## src/shared/yuv_rgb_conv_pkg.sv

```systemverilog
package yuv_rgb_conv_pkg;

    localparam int ADDR_W = 12;
    localparam int DATA_W = 32;
    localparam int WORD_W = 16;
    localparam int FIFO_DEPTH = 8;

    // Register indices; byte address is four times the index
    localparam logic [ADDR_W-1:0] IDX_MODE   = 12'h240;
    localparam logic [ADDR_W-1:0] IDX_FIXED  = 12'h24A;
    localparam logic [ADDR_W-1:0] IDX_STATUS = 12'h260;
    localparam logic [ADDR_W-1:0] ADDR_MODE   = 12'h900;
    localparam logic [ADDR_W-1:0] ADDR_FIXED  = 12'h928;
    localparam logic [ADDR_W-1:0] ADDR_STATUS = 12'h980;

    localparam logic [WORD_W-1:0] MODE_RESET  = 16'h0405;
    localparam logic [WORD_W-1:0] MODE_MASK   = 16'hFD77;
    localparam logic [WORD_W-1:0] FIXED_RESET = 16'h0000;

    localparam int BIT_BYPASS  = 15;
    localparam int BIT_CONVRST = 14;
    localparam int FIX_HI      = 13;
    localparam int FIX_LO      = 12;
    localparam int DEPTH_HI    = 11;
    localparam int DEPTH_LO    = 10;
    localparam int BIT_PACKING = 8;

    localparam logic [1:0] FIX_U    = 2'h1;
    localparam logic [1:0] FIX_V    = 2'h2;
    localparam logic [1:0] DEPTH_16 = 2'h0;

    // Fixed-point colour coefficients, scaled by 2^COEF_SHIFT
    localparam int COEF_SHIFT = 8;
    localparam logic signed [11:0] COEF_RV = 12'sh167;
    localparam logic signed [11:0] COEF_GU = 12'sh058;
    localparam logic signed [11:0] COEF_GV = 12'sh0B7;
    localparam logic signed [11:0] COEF_BU = 12'sh1C6;
    localparam logic signed [9:0]  CHROMA_MID = 10'sh080;
    localparam logic signed [19:0] PIX_MAX    = 20'sh000FF;

    typedef struct packed {
        logic [7:0] y0;
        logic [7:0] y1;
        logic [7:0] u;
        logic [7:0] v;
    } yuv_pair_type;

    typedef struct packed {
        logic             bypass;
        logic             conv_rst;
        logic [1:0]       fix_sel;
        logic [1:0]       depth;
        logic             packing;
    } mode_type;

    typedef enum logic [1:0] {FMT_IDLE, FMT_FIRST, FMT_SECOND} fmt_state_type;

endpackage

```

## src/hw/yuv_rgb_conv_ctrl.sv

```systemverilog
`timescale 1ns/1ps

module word_fifo #(
    parameter int WIDTH = 16,
    parameter int DEPTH = 8
) (
    input  wire logic             core_clk,  // System clock
    input  wire logic             clr,       // Synchronous clear
    input  wire logic             in_valid,  // Write request
    output logic                  in_ready,  // Space available
    input  wire logic [WIDTH-1:0] in_data,   // Write data
    output logic                  out_valid, // Head word valid
    input  wire logic             out_ready, // Consumer takes head
    output logic [WIDTH-1:0]      out_data,  // Head word
    output logic [$clog2(DEPTH):0] level     // Words held in array
);
    localparam int PW = $clog2(DEPTH);

    logic [WIDTH-1:0] mem_ff [DEPTH];
    logic [PW-1:0]    wr_ptr_ff;
    logic [PW-1:0]    nxt_wr_ptr;
    logic [PW-1:0]    rd_ptr_ff;
    logic [PW-1:0]    nxt_rd_ptr;
    logic [PW:0]      count_ff;
    logic [PW:0]      nxt_count;
    logic             ovalid_ff;
    logic             nxt_ovalid;
    logic [WIDTH-1:0] odata_ff;
    logic [WIDTH-1:0] nxt_odata;
    logic             push;
    logic             pop;

    assign in_ready  = (count_ff != (PW+1)'(DEPTH));
    assign out_valid = ovalid_ff;
    assign out_data  = odata_ff;
    assign level     = count_ff;

    always_comb
    begin
        push       = in_valid && in_ready;
        pop        = (count_ff != '0) && (!ovalid_ff || out_ready);
        nxt_wr_ptr = push ? PW'(wr_ptr_ff + 1'b1) : wr_ptr_ff;
        nxt_rd_ptr = pop ? PW'(rd_ptr_ff + 1'b1) : rd_ptr_ff;
        nxt_count  = count_ff;
        if (push && !pop)
            nxt_count = (PW+1)'(count_ff + 1'b1);
        else if (pop && !push)
            nxt_count = (PW+1)'(count_ff - 1'b1);
        nxt_ovalid = ovalid_ff && !out_ready;
        nxt_odata  = odata_ff;
        if (pop)
        begin
            nxt_ovalid = 1'b1;
            nxt_odata  = mem_ff[rd_ptr_ff];
        end
        if (clr)
        begin
            nxt_wr_ptr = '0;
            nxt_rd_ptr = '0;
            nxt_count  = '0;
            nxt_ovalid = 1'b0;
        end
    end

    always_ff @(posedge core_clk)
    begin
        wr_ptr_ff <= nxt_wr_ptr;
        rd_ptr_ff <= nxt_rd_ptr;
        count_ff  <= nxt_count;
        ovalid_ff <= nxt_ovalid;
        odata_ff  <= nxt_odata;
        if (push && !clr)
            mem_ff[wr_ptr_ff] <= in_data;
    end
endmodule

module yuv_rgb_conv_ctrl (
    input  wire logic                                   core_clk,          // 25 MHz clock
    input  wire logic                                   sys_rst,           // Sync reset, high
    input  wire logic [yuv_rgb_conv_pkg::ADDR_W-1:0]    avs_address,       // Byte address
    input  wire logic                                   avs_read,          // Read request
    input  wire logic                                   avs_write,         // Write request
    input  wire logic [yuv_rgb_conv_pkg::DATA_W-1:0]    avs_writedata,     // Write data
    input  wire logic [3:0]                             avs_byteenable,    // Byte lanes
    output logic [yuv_rgb_conv_pkg::DATA_W-1:0]         avs_readdata,      // Read data
    output logic                                        avs_waitrequest,   // Stall
    input  wire logic                                   pix_valid,         // Pixel pair valid
    output logic                                        pix_ready,         // Pair accepted
    input  wire yuv_rgb_conv_pkg::yuv_pair_type         pix_data,          // Two pixels, shared chroma
    output logic                                        mem_valid,         // Output word valid
    input  wire logic                                   mem_ready,         // Memory side takes word
    output logic [yuv_rgb_conv_pkg::WORD_W-1:0]         mem_data           // Output word
);
    localparam int LW = $clog2(yuv_rgb_conv_pkg::FIFO_DEPTH) + 1;

    // Register file and bus slave
    logic [15:0] mode_ff;
    logic [15:0] nxt_mode;
    logic [15:0] fixed_ff;
    logic [15:0] nxt_fixed;
    logic        wait_ff;
    logic        nxt_wait;
    logic [31:0] rdata_ff;
    logic [31:0] nxt_rdata;
    logic [15:0] wmask;
    logic [LW-1:0] fifo_level;

    yuv_rgb_conv_pkg::mode_type mode;
    logic conv_clr;

    // One driver for the whole struct rather than one per field
    assign mode = '{bypass:   mode_ff[yuv_rgb_conv_pkg::BIT_BYPASS],
                    conv_rst: mode_ff[yuv_rgb_conv_pkg::BIT_CONVRST],
                    fix_sel:  mode_ff[yuv_rgb_conv_pkg::FIX_HI:yuv_rgb_conv_pkg::FIX_LO],
                    depth:    mode_ff[yuv_rgb_conv_pkg::DEPTH_HI:yuv_rgb_conv_pkg::DEPTH_LO],
                    packing:  mode_ff[yuv_rgb_conv_pkg::BIT_PACKING]};
    assign conv_clr      = sys_rst || mode.conv_rst;

    assign avs_waitrequest = wait_ff;
    assign avs_readdata    = rdata_ff;

    logic [1:0] fmt_state_bits;

    always_comb
    begin
        nxt_mode  = mode_ff;
        nxt_fixed = fixed_ff;
        nxt_wait  = 1'b1;
        nxt_rdata = rdata_ff;
        wmask     = {{8{avs_byteenable[1]}}, {8{avs_byteenable[0]}}};
        if ((avs_read || avs_write) && wait_ff)
        begin
            // One stall cycle, then the request completes
            nxt_wait  = 1'b0;
            nxt_rdata = '0;
            if (avs_read)
            begin
                case (avs_address)
                    yuv_rgb_conv_pkg::ADDR_MODE:   nxt_rdata = {16'h0000, mode_ff};
                    yuv_rgb_conv_pkg::ADDR_FIXED:  nxt_rdata = {16'h0000, fixed_ff};
                    yuv_rgb_conv_pkg::ADDR_STATUS: nxt_rdata = {16'h0000, 5'h00, fmt_state_bits, conv_clr, 4'h0, LW'(fifo_level)};
                    default:                       nxt_rdata = '0;
                endcase
            end
        end
        if (avs_write && !wait_ff)
        begin
            // Converter reset leaves these registers alone
            if (avs_address == yuv_rgb_conv_pkg::ADDR_MODE)
                nxt_mode = ((mode_ff & ~wmask) | (avs_writedata[15:0] & wmask))
                           & yuv_rgb_conv_pkg::MODE_MASK;
            if (avs_address == yuv_rgb_conv_pkg::ADDR_FIXED)
                nxt_fixed = (fixed_ff & ~wmask) | (avs_writedata[15:0] & wmask);
        end
        if (sys_rst)
        begin
            nxt_mode  = yuv_rgb_conv_pkg::MODE_RESET;
            nxt_fixed = yuv_rgb_conv_pkg::FIXED_RESET;
            nxt_wait  = 1'b1;
            nxt_rdata = '0;
        end
    end

    always_ff @(posedge core_clk)
    begin
        mode_ff  <= nxt_mode;
        fixed_ff <= nxt_fixed;
        wait_ff  <= nxt_wait;
        rdata_ff <= nxt_rdata;
    end

    // Colour conversion helpers
    function automatic logic [7:0] sat8(input logic signed [19:0] x);
        logic [7:0] r;
        r = x[7:0];
        if (x < 0)
            r = 8'h00;
        else if (x > yuv_rgb_conv_pkg::PIX_MAX)
            r = 8'hFF;
        return r;
    endfunction

    function automatic logic [15:0] to_rgb565(input logic [7:0] y, input logic [7:0] u, input logic [7:0] v);
        logic signed [9:0]  du;
        logic signed [9:0]  dv;
        logic signed [19:0] yy;
        logic [7:0]         r;
        logic [7:0]         g;
        logic [7:0]         b;
        du = $signed({2'b00, u}) - yuv_rgb_conv_pkg::CHROMA_MID;
        dv = $signed({2'b00, v}) - yuv_rgb_conv_pkg::CHROMA_MID;
        yy = $signed({12'h000, y});
        r  = sat8(yy + ((yuv_rgb_conv_pkg::COEF_RV * dv) >>> yuv_rgb_conv_pkg::COEF_SHIFT));
        g  = sat8(yy - ((yuv_rgb_conv_pkg::COEF_GU * du + yuv_rgb_conv_pkg::COEF_GV * dv)
                        >>> yuv_rgb_conv_pkg::COEF_SHIFT));
        b  = sat8(yy + ((yuv_rgb_conv_pkg::COEF_BU * du) >>> yuv_rgb_conv_pkg::COEF_SHIFT));
        return {r[7:3], g[7:2], b[7:3]};
    endfunction

    // Formatter: one pixel pair in, two words out
    yuv_rgb_conv_pkg::fmt_state_type state_ff;
    yuv_rgb_conv_pkg::fmt_state_type nxt_state;
    yuv_rgb_conv_pkg::yuv_pair_type  pair_ff;
    yuv_rgb_conv_pkg::yuv_pair_type  nxt_pair;
    logic        in_rdy_ff;
    logic        nxt_in_rdy;
    logic [15:0] word_first;
    logic [15:0] word_second;
    logic [15:0] push_data;
    logic        push_valid;
    logic        push_ready;
    logic        take;

    assign pix_ready      = in_rdy_ff;
    assign fmt_state_bits = state_ff;

    always_comb
    begin
        // Chroma substitution sits ahead of both bypass and conversion paths
        nxt_pair = pair_ff;
        take     = pix_valid && in_rdy_ff;
        if (take)
        begin
            nxt_pair = pix_data;
            if (mode.fix_sel[0])
                nxt_pair.u = fixed_ff[15:8];
            if (mode.fix_sel[1])
                nxt_pair.v = fixed_ff[7:0];
        end
        if (mode.bypass)
        begin
            // Packing only matters here; conversion ignores it
            if (mode.packing)
            begin
                word_first  = {pair_ff.y0, pair_ff.u};
                word_second = {pair_ff.y1, pair_ff.v};
            end
            else
            begin
                word_first  = {pair_ff.v, pair_ff.y1};
                word_second = {pair_ff.u, pair_ff.y0};
            end
        end
        else
        begin
            // Every depth encoding emits 16 bpp words; others have no defined packing
            word_first  = to_rgb565(pair_ff.y0, pair_ff.u, pair_ff.v);
            word_second = to_rgb565(pair_ff.y1, pair_ff.u, pair_ff.v);
        end
        push_valid = (state_ff != yuv_rgb_conv_pkg::FMT_IDLE);
        push_data  = (state_ff == yuv_rgb_conv_pkg::FMT_SECOND) ? word_second : word_first;
        nxt_state  = state_ff;
        case (state_ff)
            yuv_rgb_conv_pkg::FMT_IDLE:
                if (take)
                    nxt_state = yuv_rgb_conv_pkg::FMT_FIRST;
            yuv_rgb_conv_pkg::FMT_FIRST:
                if (push_ready)
                    nxt_state = yuv_rgb_conv_pkg::FMT_SECOND;
            yuv_rgb_conv_pkg::FMT_SECOND:
                if (push_ready)
                    nxt_state = yuv_rgb_conv_pkg::FMT_IDLE;
            default:
                nxt_state = yuv_rgb_conv_pkg::FMT_IDLE;
        endcase
        nxt_in_rdy = (nxt_state == yuv_rgb_conv_pkg::FMT_IDLE);
        if (conv_clr)
        begin
            nxt_state  = yuv_rgb_conv_pkg::FMT_IDLE;
            nxt_in_rdy = 1'b0;
        end
    end

    always_ff @(posedge core_clk)
    begin
        state_ff  <= nxt_state;
        pair_ff   <= nxt_pair;
        in_rdy_ff <= nxt_in_rdy;
    end

    // Words queued toward memory; back-pressure stalls the formatter
    word_fifo #(
        .WIDTH (yuv_rgb_conv_pkg::WORD_W),
        .DEPTH (yuv_rgb_conv_pkg::FIFO_DEPTH)
    ) out_fifo (
        .core_clk  (core_clk),
        .clr       (conv_clr),
        .in_valid  (push_valid),
        .in_ready  (push_ready),
        .in_data   (push_data),
        .out_valid (mem_valid),
        .out_ready (mem_ready),
        .out_data  (mem_data),
        .level     (fifo_level)
    );
endmodule

```

## config.mk

```make
export PLATFORM = sky130hd
export DESIGN_NAME = yuv_rgb_conv_ctrl
export DESIGN_NICKNAME = d
export VERILOG_FILES = /design/src/shared/yuv_rgb_conv_pkg.sv /design/src/hw/yuv_rgb_conv_ctrl.sv
export SDC_FILE = /design/constraint.sdc
export NUM_CORES = 1
export LEC_CHECK = 0
export ABC_CLOCK_PERIOD_IN_PS = 10100
export BUFFER_PORTS_ARGS = -buffer_cell sky130_fd_sc_hd__buf_2
export CELL_PAD_IN_SITES_DETAIL_PLACEMENT = 0
export CELL_PAD_IN_SITES_GLOBAL_PLACEMENT = 1
export CORE_UTILIZATION = 49
export CTS_CLUSTER_DIAMETER = 40
export DETAILED_ROUTE_END_ITERATION = 6
export GPL_TIMING_DRIVEN = 0
export PLACE_DENSITY = 0.77
export SETUP_SLACK_MARGIN = 0.1
export SYNTH_ARGS = -nofsm -noshare
export SYNTH_HDL_FRONTEND = slang
export SYNTH_SLANG_ARGS = --single-unit
```

## constraint.sdc

```tcl
create_clock -name core_clk -period 10.1 [get_ports core_clk]
set_input_delay 0 -clock core_clk [delete_from_list [all_inputs] [get_ports core_clk]]
set_output_delay 0 -clock core_clk [all_outputs]
set_load 0.02 [all_outputs]
```

* Yosys cells after proc, flatten, opt, wreduce, memory -nomap -nowiden
Memory sizes are Yosys's and may differ from the RTL's. A register that Yosys moved wholly into a read port is not among the register bits.
Index checks and enable logic that the tools add are counted.
** Cells by class
- $add $sub $neg :: 13
- Multipliers :: 4
- Div/mod/pow operators :: 0
- $lt $le $gt $ge :: 12
- Eq/ne operators :: 6
- Shifts and indexed selects :: 0
- Multiplexer cells :: 31
- Bitwise operators :: 6
- Reductions and logical operators :: 25
** Operators by type and width (number)
- $mux 8 :: 14
- $mux 16 :: 5
- $gt 12x9->1 const B :: 6
- $lt 12x1->1 const B :: 6
- $add 9x11->12 :: 4
- $and 16x16->16 :: 3
- $pmux 16 s3 :: 1
- $eq 12x12->1 const B :: 3
- $mul 9x9->18 const A :: 2
- $mux 32 :: 1
- $or 16x16->16 :: 2
- $sub 9x11->12 :: 2
- $add 17x18->19 :: 1
- $mul 10x9->19 const A :: 1
- $sub 8x8->9 const B :: 2
- $not 16->16 :: 1
- $mul 5x9->14 const A :: 1
- $logic_and 1x1->1 :: 9
- $mux 4 :: 2
- $add 3x1->3 const B :: 2
- $logic_not 1->1 :: 6
- $mux 2 :: 3
- $pmux 2 s3 :: 1
- $add 4x1->4 const B :: 1
- 10 further kinds :: 18
** Word-level totals
- Register bits :: 108
- Latch bits :: 0
- Bits in writable memories :: 128
- Bits in read-only memories :: 0
- Bits of input ports :: 86
- Output and inout bits :: 51
- Word-level logic and storage cells :: 112
- Memories :: 1
** Memories
- out_fifo.mem_ff :: depth 8, width 16, read ports 1, clocked after Yosys merged registers in 1, wr ports 1, line yuv_rgb_conv_ctrl.sv:19 : logic [WIDTH-1:0] mem_ff [DEPTH];

* Depth between registers and ports, before layout
- Depth after elaboration :: 9
- Mapped depth :: 27
- Gate-level depth less buffers :: 27

* Cells and area by module
A second synthesis with hierarchy kept.
** Second synthesis, totals
- Cell total of the unflattened synthesis :: 1599
- Area, all modules :: 17914.7 um^2
** Modules (own cells, without submodules)
- yuv_rgb_conv_ctrl :: instances 1, cells each 1323, area each 11896.4 um^2, sequential area each 1941.9 um^2
- word_fifo :: instances 1, cells each 276, area each 6018.3 um^2, sequential area each 4544.4 um^2

* Least setup slack after synthesis
OpenSTA, ideal clock, no wires.
- Path kind :: reg2reg
- From :: register pair_ff[9] in the netlist's numbering
- To :: memory out_fifo.mem_ff[0][5], data pin
- Library setup time :: 0.240 ns
- Arrival time :: 6.900 ns
- Data required time :: 9.860 ns
- Slack :: 2.960 ns
- Cell stages (with the launch flop) :: 27
- Path buffers :: 0
- Period minus slack after synthesis :: 7.140 ns
- Cell sequence :: edfxtp_1 > ha_1 > inv_1 > fa_1 > inv_1 > ha_1 > a21oi_1 > xnor2_1 > fa_1 > fa_1 > fa_1 > inv_1 > ha_1 > nand4b_1 > o221a_2 > xnor2_1 > inv_1 > ha_1 > nor2b_1 > o21ai_0 > nand2b_1 > a31oi_1 > maj3_1 > a21o_1 > o31ai_4 > o2111ai_2 > a32oi_1
** On the way
- Cells in the longest elaborated chain, start to end :: 9
- Elaborated cells on any way between the ends :: 16
- Those cells by class :: 4 x add/sub; 1 x mul; 4 x order compare; 7 x mux
** Ends and longest elaborated chain
- start: declaration :: line yuv_rgb_conv_ctrl.sv:203 : yuv_rgb_conv_pkg::yuv_pair_type pair_ff;
- start signal: assignment :: line yuv_rgb_conv_ctrl.sv:277 : pair_ff <= nxt_pair;
- $sub 8x8->9 (*) :: line yuv_rgb_conv_ctrl.sv:190 : du = $signed({2'b00, u}) - yuv_rgb_conv_pkg::CHROMA_MID;
- $mul 5x9->14 (*) :: line yuv_rgb_conv_ctrl.sv:194 : g = sat8(yy - ((yuv_rgb_conv_pkg::COEF_GU * du + yuv_rgb_conv_pkg::COEF_GV * dv)
- $add 17x18->19 (*) :: line yuv_rgb_conv_ctrl.sv:194
- $sub 9x11->12 :: line yuv_rgb_conv_ctrl.sv:194
- $gt 12x9->1 :: line yuv_rgb_conv_ctrl.sv:178 : else if (x > yuv_rgb_conv_pkg::PIX_MAX)
- $mux 8 :: line yuv_rgb_conv_ctrl.sv:178
- $mux 8 :: line yuv_rgb_conv_ctrl.sv:176 : if (x < 0)
- $mux 16 :: line yuv_rgb_conv_ctrl.sv:230 : if (mode.bypass)
- $mux 16 (*) :: line yuv_rgb_conv_ctrl.sv:251 : push_data = (state_ff == yuv_rgb_conv_pkg::FMT_SECOND) ? word_second : word_first;
- net out_fifo.in_data[5] :: line yuv_rgb_conv_ctrl.sv:11 : input wire logic [WIDTH-1:0] in_data,
- end: declaration :: line yuv_rgb_conv_ctrl.sv:19
The timed path passes the listed nets; every way through them passes the cells marked *.

* Worst setup path after layout
- From :: register pair_ff[7] in the netlist's numbering
- To :: memory out_fifo.mem_ff[4][13], data pin
** On the way
- Cells in the longest elaborated chain, start to end :: 8
- Elaborated cells on any way between the ends :: 15
- Those cells by class :: 3 x add/sub; 1 x mul; 4 x order compare; 7 x mux
** Ends and longest elaborated chain
- $sub 8x8->9 (*) :: line yuv_rgb_conv_ctrl.sv:191 : dv = $signed({2'b00, v}) - yuv_rgb_conv_pkg::CHROMA_MID;
- $mul 10x9->19 (*) :: line yuv_rgb_conv_ctrl.sv:193 : r = sat8(yy + ((yuv_rgb_conv_pkg::COEF_RV * dv) >>> yuv_rgb_conv_pkg::COEF_SHIFT));
- $add 9x11->12 :: line yuv_rgb_conv_ctrl.sv:193
- $gt 12x9->1 :: line yuv_rgb_conv_ctrl.sv:178
- $mux 8 :: line yuv_rgb_conv_ctrl.sv:178
- $mux 8 :: line yuv_rgb_conv_ctrl.sv:176
- $mux 16 :: line yuv_rgb_conv_ctrl.sv:230
- $mux 16 (*) :: line yuv_rgb_conv_ctrl.sv:251
- net out_fifo.in_data[13] :: line yuv_rgb_conv_ctrl.sv:11
Marks and branches as above.

==> results.md <==
- Status: completed
- Fin crit period: 8.56 ns
- Setup violators final: 0
- Clock transition at path regs: about 0.060 ns
- Final GP Congestion: 0.956
- DR DRC count: 0
- Final instance area: 20,300 um2
- Gate count of the mapped netlist: roughly 1.6k
- Int Pwr: 4.12 mW
- Via-to-Cell Ratio: roughly 5.6
- Worst slew pin tran: 1.27 ns
- Count of final hold-check violations: 0
- Peak Freq: 117 MHz
- CP Capture Type: register
- Layout net count: 2,180
- H-tree levels: 1
- Max Cap Viol: 0
- Drt first pass iters: 7
- Peak supply drop: 0.269 mV
- Num CTS Buffers: 27
- CTS resizes: 0
- Sw Share: 46.2%
- Routed via count: 12.9k
- Seq pwr share: 20.5%
- Root buffer cell: clkbuf_16
- EDFF count, synth: 176
- Global-route wire length before repair: approximately 70 mm
- Slew Viols, Final: 0
- RSZ-0062 raised after global routing: no
- Commonest non-fill, non-tap cell in the layout: ha_1
- Mean Syn Cell Area: 11.0 um2
- Post-synthesis sequential area ratio: 36.8%
- Inserted Diodes: 0
- Num rows: between 60 and 70
- HP Start: avs_address[5]
- Top_reg_cell synth: edfxtp_1
- P_leak: 8.41 nW
- Critical Path Start Type: register
- Drt initial violations: 810
- DR WL/cell: roughly 20 um
- Max FO, Critical Path: 14
- P_sw: 3.54 mW
- Synth warn: 0
- Final worst setup slack: 1.54 ns
- Die height: 192 um
- Synth cell types: between 70 and 80
- Drt total wl: about 46 mm
- Pwr dens: 377 nW/um2
- Largest net degree at the start of global routing: 21
- Yosys reg bits: approximately 240
- CP Class: register to register
- Post-route ant nets: 0
- Launching point of the worst reg2reg path: pair_ff[7]
- Clk pwr share: a little under an eighth
- Die Area: 36,700 um2
- Initial antenna violation count: 0
- Hold Crit Class: input pin to register
- Placed Instance Area: around 19,000 um2
- Most frequent cells in the layout: ha_1, inv_1, edfxtp_1
- I/O pins: 137
- CTS sink cnt: 236
- Final HPWL DP: 36.1 mm
- Fillcell total: 3,001
- TNS Setup: 0 ns
- Share of cells above drive strength 1: approximately 15%
- Gr ovfl total: 0
- Critical Path RT: roughly 10 ns
- R2r endpoint: out_fifo.mem_ff[4][13]
- Worst setup endpoint: out_fifo.mem_ff[4][13]
- Die extent in x: about 190 um
- Area of the mapped netlist: around 18,000 um2
- Logic pwr share: about two thirds
- Worst-case clock buffer depth: 3
- Area Growth Syn to Fin: 15.3%
- CTS tree: yes
- Final period util: between 80% and 90%
- Core area: 35,500 um2
- Ys async rst share: 0%
- Placement Setup Slack: approximately 1.7 ns
- Rel. slew slack: 14.4%
- Final Skew: 0.0370 ns
- Number of global-route vias before repair: about 13k
- Worst R2R Setup Slack: 1.54 ns
- Worst-Skew Late Latency: 0.55 ns
- Critical path data arrival time: 8.67 ns
- CP Launch Point: pair_ff[7]
- GRT Util Overall: 25.8%
- I/O Buffers: slightly above 100
- Worst reg2reg path depth: 25
- Starting Density: 49.6%
-- area by class of cell --
type | count | area, um2 | area share (%)
repair buffers | 166 | 1190 | 5.86
clock inverters | 17 | 149 | 0.733
flip-flops and latches | 236 | 6490 | 31.9
multi-input cells | 1135 | 10200 | 50.3
clock buffers | 33 | 698 | 3.44
plain buffers | 66 | 309 | 1.52
inverters | 183 | 687 | 3.38
well taps | 461 | 577 | 2.84
-- worst max-delay path, stage by stage, from the launching register on --
cell,delay (ns)
edfxtp_1,0.95
inv_1,0.44
ha_1,0.39
inv_1,0.24
ha_1,0.21
inv_1,0.05
fa_1,0.49
fa_1,0.51
fa_1,0.52
inv_1,0.04
ha_1,0.34
nand3_1,0.09
o2111ai_1,0.22
and2_1,0.26
o21a_1,0.18
or2_2,0.29
xor2_1,0.35
ha_1,0.34
inv_1,0.10
o21bai_1,0.11
a21o_1,0.19
a21oi_1,0.26
o21ai_0,0.22
o221a_2,0.31
o21ai_0,0.47
a32oi_1,0.51
-- metal layers --
layer	GRT usage, %	share of wire (%)
met1	36.0	46
met2	41.9	45
met3	3.36	5.9
met4	7.11	2.7
met5	0	0
-- how the worst min path moves through the flow --
| stage | end | depth (start not counted) | slack [ns] |
|---|---|---|---|
| floorplan | pair_ff[16] | 0 | 0.1 |
| global placement | pair_ff[29] | 1 | 0.18 |
| detailed placement | pair_ff[22] | 1 | 0.18 |
| CTS | avs_readdata[8] | 6 | 0.05 |
| global route | avs_readdata[8] | 6 | 0.14 |
| finish | avs_readdata[8] | 6 | 0.06 |
-- synth_stat cells, drive strengths merged, types with 7 or more instances --
cell type,count,share of area (%)
fa,73,8.3
nor2,142,3.0
mux2,33,2.1
a211oi,9,0.38
buf,22,0.82
o211ai,19,0.87
clkbuf,44,0.94
nor2b,18,0.64
ha,206,15
nand2b,16,0.57
nor3,20,0.57
a211o,7,0.35
xor2,24,1.2
and2,8,0.28
or2,14,0.50
a22oi,12,0.54
and3,11,0.39
edfxtp,176,30
o21ai,52,1.5
a32oi,11,0.59
mux2i,61,3.5
a21o,21,0.90
o21bai,12,0.51
o21a,12,0.51
a21oi,82,2.4
inv,183,3.9
nand2,58,1.2
xnor2,52,2.6
nand3,12,0.34
dfxtp,60,6.8
a31oi,9,0.32
or3,15,0.56
mux4,33,4.2
-- cells by family after synthesis --
logic type,share of synthesized area [%]
other cells,0.0213
compound gates,11.6
mux,9.80
xor+xnor,3.91
fa+ha+maj,23.2
flops,36.8
buf+inv,5.66
simple gates,8.97
-- metrics by stage --
| step | power, mW | hold slack [ns] | std cells | utilization, % |
|---|---|---|---|---|
| final | 7.66 | 0.0648 | 2297 | 57.2 |
| after global routing | 8.24 | 0.142 | 2297 | 57.2 |
| after CTS | 7.61 | 0.0540 | 2297 | 57.2 |
| after detailed placement | 6.64 | 0.179 | 2192 | 53.3 |
| after global placement | 6.55 | 0.179 | 2182 | 52.8 |
| after floorplan | 5.38 | 0.0989 | 1620 | - |
-- power by group through the flow --
| stage | sequential [mW] | clock [mW] | combinational (mW) |
|---|---|---|---|
| 6_report | 1.57 | 0.921 | 5.17 |
| 5_1_grt | 1.58 | 0.974 | 5.69 |
| 4_1_cts | 1.57 | 0.935 | 5.10 |
| 3_5_place_dp | 1.59 | 0 | 5.05 |
| 3_3_place_gp | 1.59 | 0 | 4.96 |
| 2_1_floorplan | 1.61 | 0 | 3.76 |
-- what timing repair did --
action,4_1_cts,5_1_grt
setup buffers,0,0
endpoints found under the hold margin,71,0
hold buffers,55,0
(Power assumes the default switching activity.)
